==> src/rtl/nfc_pkg.sv <==
// package for the nand feature/protection host controller
// assumes one 50 MHz clock domain, avalon-mm register access
package nfc_pkg;
   // ------------------------------------------------------------
   // opcodes and feature addresses
   // ------------------------------------------------------------
   localparam logic [7:0] OP_SET_FEATURE  = 8'hEF;
   localparam logic [7:0] OP_GET_FEATURE  = 8'hEE;
   localparam logic [7:0] OP_STATUS       = 8'h70;
   localparam logic [7:0] OP_READ         = 8'h00;
   localparam logic [7:0] FA_ARRAY_MODE   = 8'h90;
   localparam logic [7:0] FA_BLOCK_PROT   = 8'hA0;
   localparam logic [7:0] MODE_NORMAL     = 8'h00;
   localparam logic [7:0] MODE_OTP        = 8'h01;
   localparam logic [7:0] MODE_OTP_PROT   = 8'h03;
   localparam logic [7:0] STATUS_PROT_ERR = 8'h60;
   localparam logic [7:0] BP_DEFAULT      = 8'h38;
   localparam logic [7:0] UPPER_ZERO      = 8'h00;
   // ------------------------------------------------------------
   // block-protection parameter byte layout
   // ------------------------------------------------------------
   localparam int BP_RANGE_LSB = 3;
   localparam int BP_INVERT    = 2;
   localparam int BP_COMPL     = 1;
   localparam int BP_SOLID     = 0;
   // ------------------------------------------------------------
   // register offsets (byte addresses)
   // ------------------------------------------------------------
   localparam logic [3:0] REG_CTRL   = 4'h0;
   localparam logic [3:0] REG_PARAM  = 4'h4;
   localparam logic [3:0] REG_STATUS = 4'h8;
   localparam logic [3:0] REG_RESULT = 4'hC;
   localparam logic [31:0] CTRL_RESET  = 32'h0000_0000;
   localparam logic [31:0] PARAM_RESET = 32'h0000_0000;
   // ------------------------------------------------------------
   // timing: one bus phase per strobe
   // ------------------------------------------------------------
   localparam int CLK_MHZ       = 50;
   localparam int T_STROBE_NS   = 40;
   localparam int STROBE_CYCLES = (T_STROBE_NS * CLK_MHZ + 999) / 1000;
   localparam logic [3:0] STROBE_LAST = 4'(STROBE_CYCLES - 1);
   // ------------------------------------------------------------
   // types
   // ------------------------------------------------------------
   typedef enum logic [2:0]
   {
      ST_IDLE = 3'b000,
      ST_CMD  = 3'b001,
      ST_ADDR = 3'b011,
      ST_DATA = 3'b010,
      ST_WAIT = 3'b110,
      ST_READ = 3'b111,
      ST_STAT = 3'b101
   } nfc_state_e;
   typedef struct packed
   {
      logic        cle;
      logic        ale;
      logic        we_n;
      logic        re_n;
      logic        ce_n;
      logic        wp_n;
      logic [15:0] dq_out;
      logic        dq_oe;
   } nfc_pins_s;
endpackage

==> src/rtl/nfc_host.sv <==
// host controller issuing set/get feature and status reads to a nand
// assumes asynchronous latch bus pins; ready/busy and dq inputs async
//
// Functional notes
// - set feature: opcode, one address byte, four parameter bytes
// - host drives zero on upper data byte for x16 feature bytes
// - get feature: opcode, address, then four parameter bytes read
// - after status poll in get feature, issue read opcode first (host polls the ready pin instead and never sends a read opcode)
// - otp entry: array-mode address, params 01h then zeros
// - otp program may use random input; max eight partials per page
// - otp protect: params 03h then zeros, program address zero
// - unprotect: write-protect high, then set feature block address
//
// The address map and the Avalon-MM interface to the registers were left to the implementer.
`timescale 1ns/10ps
module nfc_host
   import nfc_pkg::*;
#(
   parameter int WIDE = 1
)
(
   // clock and reset
   input  wire logic        i_clock,
   input  wire logic        i_rst,
   // avalon-mm slave
   input  wire logic [3:0]  i_address,
   input  wire logic        i_read,
   input  wire logic        i_write,
   input  wire logic [31:0] i_writedata,
   output logic [31:0]      o_readdata,
   output logic             o_waitrequest,
   // nand pins
   output nfc_pins_s        o_pins,
   input  wire logic [15:0] i_dq,
   input  wire logic        i_ready
);
   // ------------------------------------------------------------
   // register file
   // ------------------------------------------------------------
   // ctrl: [7:0] feature address, [8] get(1)/set(0), [9] go,
   //       [10] status poll only, [11] write-protect release
   logic [31:0]     ctrl;
   logic [31:0]     params;
   logic [31:0]     result;
   logic [7:0]      status_byte;
   logic            busy;
   logic            done;
   nfc_state_e      state;
   logic [3:0]      tick;
   logic [2:0]      idx;
   logic            phase;
   logic [2:0]      rdy_sync;
   logic            rdy;
   logic [15:0]     dq_a;
   logic [15:0]     dq_b;
   logic            rvalid;
   wire logic       go_wr = i_write && i_address == REG_CTRL
                            && i_writedata[9] && !busy;

   // one wait state on reads so readdata is settled when accepted
   assign o_waitrequest = i_read && !rvalid;

   always_ff @(posedge i_clock)
   begin
      if (i_rst)
      begin
         ctrl   <= CTRL_RESET;
         params <= PARAM_RESET;
      end
      else if (i_write && !busy)
      begin
         if (i_address == REG_CTRL)
            ctrl <= i_writedata;
         else if (i_address == REG_PARAM)
            params <= i_writedata;
      end
   end

   always_ff @(posedge i_clock)
   begin
      if (i_rst)
      begin
         o_readdata <= 32'h0000_0000;
         rvalid     <= 1'b0;
      end
      else
      begin
         rvalid <= i_read && !rvalid;
         if (i_read && !rvalid)
         begin
            case (i_address)
               REG_CTRL:   o_readdata <= ctrl;
               REG_PARAM:  o_readdata <= params;
               REG_STATUS: o_readdata <= {21'h0, rdy, busy, done,
                                          status_byte};
               REG_RESULT: o_readdata <= result;
               default:    o_readdata <= 32'h0000_0000;
            endcase
         end
      end
   end

   // ------------------------------------------------------------
   // ready/busy and dq synchronisers
   // ------------------------------------------------------------
   // change counts once stages two and three agree
   always_ff @(posedge i_clock)
   begin
      if (i_rst)
      begin
         rdy_sync <= 3'h0;
         rdy      <= 1'b0;
         dq_a     <= 16'h0000;
         dq_b     <= 16'h0000;
      end
      else
      begin
         rdy_sync <= {rdy_sync[1:0], i_ready};
         if (rdy_sync[2] == rdy_sync[1])
            rdy <= rdy_sync[2];
         dq_a <= i_dq;
         dq_b <= dq_a;
      end
   end

   // ------------------------------------------------------------
   // bus sequencer
   // ------------------------------------------------------------
   // each byte is two phases: strobe low, strobe high
   always_ff @(posedge i_clock)
   begin
      if (i_rst)
      begin
         state       <= ST_IDLE;
         tick        <= 4'h0;
         idx         <= 3'h0;
         phase       <= 1'b0;
         busy        <= 1'b0;
         done        <= 1'b0;
         result      <= 32'h0000_0000;
         status_byte <= 8'h00;
      end
      else if (state == ST_IDLE)
      begin
         tick  <= 4'h0;
         phase <= 1'b0;
         idx   <= 3'h0;
         if (go_wr)
         begin
            busy  <= 1'b1;
            done  <= 1'b0;
            state <= i_writedata[10] ? ST_STAT : ST_CMD;
         end
      end
      else if (tick != STROBE_LAST)
         tick <= tick + 4'h1;
      else
      begin
         tick  <= 4'h0;
         phase <= ~phase;
         if (phase)
         begin
            case (state)
               ST_CMD:  state <= ST_ADDR;
               ST_ADDR: state <= ctrl[8] ? ST_WAIT : ST_DATA;
               ST_DATA:
                  if (idx == 3'h3)
                     state <= ST_WAIT;
                  else
                     idx <= idx + 3'h1;
               // ready pin polled, not status: no read opcode to resume
               ST_WAIT:
                  if (rdy)
                  begin
                     idx   <= 3'h0;
                     state <= ctrl[8] ? ST_READ : ST_IDLE;
                     busy  <= ctrl[8];
                     done  <= !ctrl[8];
                  end
               ST_READ:
               begin
                  result[idx[1:0]*8 +: 8] <= dq_b[7:0];
                  if (idx == 3'h3)
                  begin
                     state <= ST_IDLE;
                     busy  <= 1'b0;
                     done  <= 1'b1;
                  end
                  else
                     idx <= idx + 3'h1;
               end
               ST_STAT:
                  if (idx == 3'h0)
                     idx <= 3'h1;
                  else
                  begin
                     // status byte: 60h flags protected reject
                     status_byte <= dq_b[7:0];
                     state       <= ST_IDLE;
                     busy        <= 1'b0;
                     done        <= 1'b1;
                  end
               default: state <= ST_IDLE;
            endcase
         end
      end
   end

   // ------------------------------------------------------------
   // pin drive
   // ------------------------------------------------------------
   always_ff @(posedge i_clock)
   begin
      if (i_rst)
      begin
         o_pins.cle    <= 1'b0;
         o_pins.ale    <= 1'b0;
         o_pins.we_n   <= 1'b1;
         o_pins.re_n   <= 1'b1;
         o_pins.ce_n   <= 1'b1;
         o_pins.wp_n   <= 1'b0;
         o_pins.dq_out <= 16'h0000;
         o_pins.dq_oe  <= 1'b0;
      end
      else
      begin
         o_pins.wp_n <= ctrl[11];
         o_pins.ce_n <= (state == ST_IDLE);
         o_pins.cle  <= (state == ST_CMD)
                        || (state == ST_STAT && idx == 3'h0);
         o_pins.ale  <= (state == ST_ADDR);
         o_pins.we_n <= !(!phase && (state == ST_CMD || state == ST_ADDR
                        || state == ST_DATA
                        || (state == ST_STAT && idx == 3'h0)));
         o_pins.re_n <= !(!phase && (state == ST_READ
                        || (state == ST_STAT && idx != 3'h0)));
         o_pins.dq_oe <= (state == ST_CMD || state == ST_ADDR
                          || state == ST_DATA
                          || (state == ST_STAT && idx == 3'h0));
         case (state)
            ST_CMD:  o_pins.dq_out <= {UPPER_ZERO, ctrl[8] ?
                                       OP_GET_FEATURE : OP_SET_FEATURE};
            ST_ADDR: o_pins.dq_out <= {UPPER_ZERO, ctrl[7:0]};
            ST_DATA: o_pins.dq_out <= {UPPER_ZERO,
                                       params[idx[1:0]*8 +: 8]};
            ST_STAT: o_pins.dq_out <= {UPPER_ZERO, OP_STATUS};
            default: o_pins.dq_out <= 16'h0000;
         endcase
      end
   end
endmodule

==> config.mk <==
export PLATFORM = sky130hd
export DESIGN_NAME = nfc_host
export DESIGN_NICKNAME = d
export VERILOG_FILES = /design/src/rtl/nfc_pkg.sv /design/src/rtl/nfc_host.sv
export SDC_FILE = /design/constraint.sdc
export NUM_CORES = 1
export LEC_CHECK = 0
export ABC_AREA = 1
export BUFFER_PORTS_ARGS = -buffer_cell sky130_fd_sc_hd__buf_4
export CAP_MARGIN = 40
export CORE_AREA = 4 4 120 237
export CTS_CLUSTER_SIZE = 12
export DETAILED_ROUTE_END_ITERATION = 8
export DIE_AREA = 0 0 124 241
export HOLD_SLACK_MARGIN = 0.12
export PLACE_DENSITY = 0.58
export SLEW_MARGIN = 20
export SYNTH_ARGS = -nofsm -noshare
export SYNTH_HDL_FRONTEND = slang
export SYNTH_SLANG_ARGS = --single-unit
==> constraint.sdc <==
create_clock -name i_clock -period 1.89 [get_ports i_clock]
set_input_delay 0.2835 -clock i_clock [delete_from_list [all_inputs] [get_ports i_clock]]
set_output_delay 0.2835 -clock i_clock [all_outputs]
set_load 0.01 [all_outputs]
==> results.json, run 1 <==
{
  "synth_flop_cell": "dfxtp_1",
  "cts.path.max_buffers": 2,
  "clkTransAtPathRegs_ns": 0.07,
  "clockRootBuffer": "clkbuf_16",
  "yosysMostFrequentCell": "dfxtp_1",
  "syn_area_per_cell_um2": 7.36,
  "totalWireLength_um": 23800,
  "dr_total_vias": 7433,
  "io_buffer_count": 96,
  "cp_data_required_time_ns": 2.21,
  "hold_end": "ctrl[10]$_SDFFE_PP0P_",
  "yosysTopAreaCell": "dfxtp_1",
  "syn2layout_area_growth_pct": 26.0,
  "fin_skew_ns": 0.0132,
  "routedWlPerCell_um": 15.3,
  "r2r_cells": 8,
  "finalCritPeriodShare_pct": 90.5,
  "chipWidth_um": 124,
  "slew_headroom_pct": 46.2,
  "finalCriticalPeriod_ns": 1.71,
  "max-cap-violations": 0,
  "worst-r2r-setup-slack_ns": 0.18,
  "finalHoldViolations": 0,
  "antenna_found_initial": 0,
  "post-route-util_pct": 37.3,
  "worstHoldStart": "i_writedata[10]",
  "firstDrtPassIters": 5,
  "row_count": 85,
  "place_congestion": 0.881,
  "max_freq_mhz": 584,
  "endpoint_kind": "flip-flop",
  "tns_ns": 0,
  "tritoncts": "done",
  "critPathSlowestCell": "dfxtp_1",
  "worstMarginPinSlew_ns": 0.804,
  "ys_top_cells_by_count": "dfxtp_1, nand2_1, o21ai_0, nor2_1, a21oi_1",
  "synth.top_cell.area_share_pct": 46.9,
  "crit_fanout": 16,
  "hold_class": "in -> reg",
  "crit_family": "simple AND/OR/NAND/NOR gates",
  "vias_per_cell": 4.79,
  "power_switching_mw": 2.39,
  "reg2reg_to": "result[27]$_SDFFE_PP0P_",
  "io_pins": 113,
  "yosysSeqAreaShare_pct": 46.9,
  "swShare_pct": 27.0,
  "final_cells": 1553,
  "intPower_mw": 6.48,
  "peakVddDrop_mv": 0.578,
  "p_total_mw": 8.88,
  "drv_slew": 0,
  "grt_overflow": 0,
  "drc_errors": 0,
  "cts_made_buffers": 17,
  "postRouteAntennaNets": 0,
  "clock_latency_ns": 0.45,
  "die_area_um2": 29900,
  "p_leak_nw": 3.90,
  "worstPathArrival_ns": 2.03,
  "num-fill-cells": 2772,
  "p_seq_share_pct": 46.5,
  "drive_gt1_share_pct": 15.9,
  "setup_viol": 0,
  "rsz0062_at_grt": "false",
  "holdWs_ns": 0.147,
  "numPlacedInstances": 1482,
  "max_stage_delay_ns": 0.38,
  "synthTopCellsByArea": "dfxtp_1, o21ai_0, nand2_1",
  "combPwrFrac_pct": 12.6,
  "p_clk_share_pct": 40.9,
  "nNetsFinal": 1258,
  "synth_edf_count": 0,
  "start_util_pct": 29.6,
  "drtIter0Drc": 529,
  "netlist_instances": 1073,
  "die_h_um": 241,
  "outcome": "finished clean",
  "synth_warnings": 0,
  "worstSetupStartpointType": "flip-flop",
  "grt.total_usage_pct": 16.2,
  "power.density_nw_per_um2": 892,
  "ys_ff_latch": 185,
  "min_path_cells": 3,
  "crit_chain": "ha_1 -> nand2_1 -> nor2_4 -> nand2_2 -> nor2_4 -> o21ai_0 -> o21ai_0 -> nor2_1",
  "dp_hpwl_um": 17500,
  "htree_levels": 4,
  "core_um2": 26700,
  "synthArstFlopShare_pct": 0,
  "grt_pass1_wl_um": 37200,
  "mappedNetlistArea_um2": 7900,
  "first_global_vias": 7067,
  "grt_max_degree": 85,
  "critPathKind": "reg -> reg",
  "cts.sinks": 185,
  "worst-path-buf-inv": 0,
  "insertedDiodeCount": 0,
  "rr_startpoint": "tick[0]$_SDFF_PP0_",
  "synth_cell_types": 37
}
routing by layer:
metal | GRT usage, % | up-vias | wire length [um]
met5 | 0 | - | 0
li1 | - | 3714 | -
met3 | 3.73 | 49 | 1610
met2 | 27.0 | 257 | 11500
met1 | 19.7 | 3413 | 9660
met4 | 7.31 | 0 | 965
per-stage QoR:
stage / area (um^2) / worst slack (ns)
after floorplan: 7940 / 0.0117
after global placement: 8950 / 0.108
after detailed placement: 8950 / 0.0654
after CTS: 9940 / 0.144
after global routing: 9950 / 0.0199
final: 9950 / 0.179
power by group through the flow:
stage	Combinational, mW	Clock, mW	Sequential, mW
after floorplan	0.650	0	4.22
after global placement	1.04	0	4.21
after detailed placement	1.05	0	4.22
after CTS	1.12	3.73	4.13
after global routing	1.25	3.87	4.15
final	1.12	3.63	4.13
flip-flops by register name (all words and copies together) (netlist names), 3 cells and up:
| register | cells |
|---|---|
| ctrl | 32 |
| dq_a | 8 |
| dq_b | 8 |
| idx | 3 |
| o_pins | 15 |
| o_readdata | 32 |
| params | 32 |
| rdy_sync | 3 |
| result | 32 |
| state | 3 |
| status_byte | 8 |
| tick | 4 |
placed cells by master (no fill, tap or decap), types with 2 or more instances in the layout:
| master | instances |
|---|---|
| o21ai_1 | 2 |
| buf_4 | 122 |
| a21oi_1 | 106 |
| nand4_1 | 5 |
| inv_1 | 92 |
| inv_6 | 5 |
| o211ai_1 | 12 |
| nand2_2 | 8 |
| dlygate4sd3_1 | 39 |
| nand2_1 | 174 |
| clkinv_4 | 2 |
| nor2_1 | 153 |
| o21ai_0 | 167 |
| nor2_4 | 6 |
| dfxtp_1 | 185 |
| ha_1 | 7 |
| nand3_2 | 5 |
| conb_1 | 8 |
| nor3_1 | 10 |
| inv_2 | 5 |
| nor2_2 | 3 |
| buf_12 | 4 |
| inv_8 | 2 |
| clkbuf_16 | 17 |
| clkinvlp_4 | 2 |
| bufinv_16 | 2 |
| nand3_1 | 42 |
| a31oi_1 | 3 |
worst min-delay path: stages:
cell	delay [ns]
buf_4	0.11
inv_1	0.06
a21oi_1	0.11
worst max-delay path by stage:
stage / end / slack (ns) / depth (start not counted) / from
floorplan: state[0]$_SDFFE_PP0P_ / 0.01 / 14 / idx[1]$_SDFFE_PP0P_
global placement: o_readdata[6]$_SDFFE_PP0P_ / 0.11 / 6 / i_address[2]
detailed placement: o_readdata[6]$_SDFFE_PP0P_ / 0.07 / 7 / i_address[3]
CTS: result[27]$_SDFFE_PP0P_ / 0.14 / 8 / tick[0]$_SDFF_PP0_
global route: result[24]$_SDFFE_PP0P_ / 0.02 / 8 / tick[0]$_SDFF_PP0_
finish: result[27]$_SDFFE_PP0P_ / 0.18 / 8 / tick[0]$_SDFF_PP0_
what timing repair did:
item,in CTS,in global routing
hold endpoints to repair,49,0
resized for setup,0,3
hold buffers,39,0
buffers inserted,0,1
setup endpoints to repair,0,6
cells by family after synthesis:
group | share of synthesized area [%]
simple gates | 22.1
buf+inv | 9.79
other cells | 0.0475
flops | 46.9
xor+xnor | 0.222
fa+ha+maj | 1.27
compound gates | 19.7
area by class of cell:
class	instances	area [um^2]	share of cell area [%]
clock inverter	13	159	1.60
timing repair buffer	165	1390	13.9
inverter	99	374	3.76
tap	348	435	4.37
sequential	185	3700	37.2
clock buffer	18	439	4.41
multi-input combinational	725	3460	34.7
(Power assumes the default switching activity.)
==> run 2: changes to the inputs <==
--- a/config.mk
+++ b/config.mk
@@ -7,5 +7,5 @@
 export LEC_CHECK = 0
 export ABC_AREA = 1
-export BUFFER_PORTS_ARGS = -buffer_cell sky130_fd_sc_hd__buf_4
+export BUFFER_PORTS_ARGS = -buffer_cell sky130_fd_sc_hd__buf_2
 export CAP_MARGIN = 40
 export CORE_AREA = 4 4 120 237
==> constraint.sdc (replaced) <==
create_clock -name i_clock -period 1.89 [get_ports i_clock]
set_input_delay 0.2835 -clock i_clock [delete_from_list [all_inputs] [get_ports i_clock]]
set_output_delay 0.2835 -clock i_clock [all_outputs]
set_load 0.005 [all_outputs]
==> run 2 against run 1 <==
- combinational power decreased by 6%
- via count up 0.28%
- die area unchanged
- clock skew hardly changed
- sequential power is essentially flat
- power fell by 0.72%
- critical path depth increased by 3
- fmax fell by 2.2%
==> results.json, run 2 (synthesized netlist as in run 1, its figures left out) <==
{
  "outcome": "finished clean",
  "fin_skew_ns": 0.0132,
  "hold_class": "in -> reg",
  "totalWireLength_um": 24000,
  "row_count": 85,
  "worstSetupStartpointType": "flip-flop",
  "grt_max_degree": 85,
  "antenna_found_initial": 0,
  "endpoint_kind": "flip-flop",
  "rsz0062_at_grt": "true",
  "syn2layout_area_growth_pct": 23.6,
  "power.density_nw_per_um2": 903,
  "chipWidth_um": 124,
  "clkTransAtPathRegs_ns": 0.08,
  "grt_overflow": 0,
  "slew_headroom_pct": 63.5,
  "power_switching_mw": 2.50,
  "place_congestion": 0.848,
  "finalCritPeriodShare_pct": 92.6,
  "drive_gt1_share_pct": 16.2,
  "busiest_layer": "met2",
  "nNetsFinal": 1261,
  "critPathKind": "reg -> reg",
  "cts_made_buffers": 17,
  "routedWlPerCell_um": 15.4,
  "post-route-util_pct": 36.6,
  "grt_pass1_wl_um": 37300,
  "gr-usage-met2_pct": 27.6,
  "finalHoldViolations": 0,
  "start_util_pct": 29.6,
  "clock_latency_ns": 0.45,
  "insertedDiodeCount": 0,
  "cts.sinks": 185,
  "holdWs_ns": 0.170,
  "htree_levels": 4,
  "die_area_um2": 29900,
  "swShare_pct": 28.3,
  "final_common_cell": "dfxtp_1",
  "cts.path.max_buffers": 2,
  "crit_fanout": 12,
  "clockRootBuffer": "clkbuf_16",
  "post_cts_buffers": 0,
  "combPwrFrac_pct": 11.9,
  "p_leak_nw": 3.88,
  "cp_data_required_time_ns": 2.27,
  "io_buffer_count": 96,
  "first_global_vias": 6983,
  "drv_slew": 0,
  "worstMarginPinSlew_ns": 0.541,
  "core_um2": 26700,
  "p_seq_share_pct": 46.8,
  "vias_per_cell": 4.79,
  "grt.met3_usage_pct": 2.72,
  "max-cap-violations": 0,
  "setup_viol": 0,
  "die_h_um": 241,
  "io_pins": 113,
  "postRouteAntennaNets": 0,
  "firstDrtPassIters": 6,
  "grt.total_usage_pct": 16.3,
  "peakVddDrop_mv": 0.530,
  "tritoncts": "done",
  "mostFrequentLayoutCells": "dfxtp_1, nand2_1, o21ai_0",
  "intPower_mw": 6.32,
  "drtIter0Drc": 683,
  "use_met1_pct": 20.4,
  "max_freq_mhz": 571,
  "finalCriticalPeriod_ns": 1.75,
  "drc_errors": 0,
  "dp_hpwl_um": 17500,
  "p_clk_share_pct": 41.2,
  "dr_total_vias": 7454,
  "worstPathArrival_ns": 2.13
}
==> run 2: cell types whose count changed in the layout (fill, tap and decap cells not counted), moves of 2 or more <==
cell / change
inv_6: +3
buf_4: -94
buf_2: +96
buf_12: +2
clkinv_4: -2
clkinv_8: +2
==> run 2: per-layer routing <==
metal  routed length, um  vias to the layer above
met4                 718                        0
met3                1410                       39
met5                   0                        -
met1               10000                     3444
met2               11800                      261
li1                    -                     3710
==> run 2: through the flow <==
step / TNS (ns) / instances / cell area, um^2 / total power [mW] / worst slack, ns
finish: 0 / 1557 / 9760 / 8.81 / 0.140
global route: -0.0278 / 1557 / 9760 / 9.18 / -0.0278
CTS: 0 / 1557 / 9750 / 8.88 / 0.143
detailed placement: 0 / 1487 / 8770 / 5.20 / 0.184
global placement: 0 / 1487 / 8770 / 5.19 / 0.223
floorplan: 0 / 1080 / 7940 / 4.84 / 0.0117
==> run 2: area by class of cell <==
cell class	instances	area, um^2
Tap cell	348	435
Timing Repair Buffer	168	1190
Multi-Input combinational cell	725	3450
Clock buffer	17	425
Clock inverter	15	174
Inverter	99	374
Sequential cell	185	3700
Fill cell	2790	16900
==> run 2: power by group through the flow <==
stage / Sequential, mW / Clock (mW) / Combinational [mW]
2_1_floorplan: 4.19 / 0 / 0.645
3_3_place_gp: 4.22 / 0 / 0.972
3_5_place_dp: 4.22 / 0 / 0.978
4_1_cts: 4.13 / 3.71 / 1.04
5_1_grt: 4.15 / 3.87 / 1.16
6_report: 4.13 / 3.63 / 1.05
==> run 2: path summary, 6_finish.rpt <==
path | start | slack, ns | cells after the start | endpoint
max | idx[0]$_SDFFE_PP0P_ | 0.14 | 11 | state[1]$_SDFFE_PP0P_
min reg2reg | dq_a[7]$_SDFF_PP0_ | 0.40 | 2 | dq_b[7]$_SDFF_PP0_
min | i_writedata[8] | 0.17 | 3 | params[8]$_SDFFE_PP0P_
max reg2reg | idx[0]$_SDFFE_PP0P_ | 0.14 | 11 | state[1]$_SDFFE_PP0P_
==> run 2: what timing repair did <==
item / 4_1_cts / 5_1_grt
hold buffers: 38 / 0
resized for setup: 0 / 2
setup endpoints to repair: 0 / 5
hold endpoints to repair: 41 / 0
==> run 2: critical path: stages, from the launching register on <==
cell     delay (ns)
dfxtp_1        0.38
buf_4          0.20
ha_1           0.22
ha_1           0.20
inv_1          0.07
nand2_1        0.07
nand2_1        0.07
nor2_1         0.13
nand3_2        0.13
nand2_1        0.09
nand2_1        0.05
nor2_1         0.09
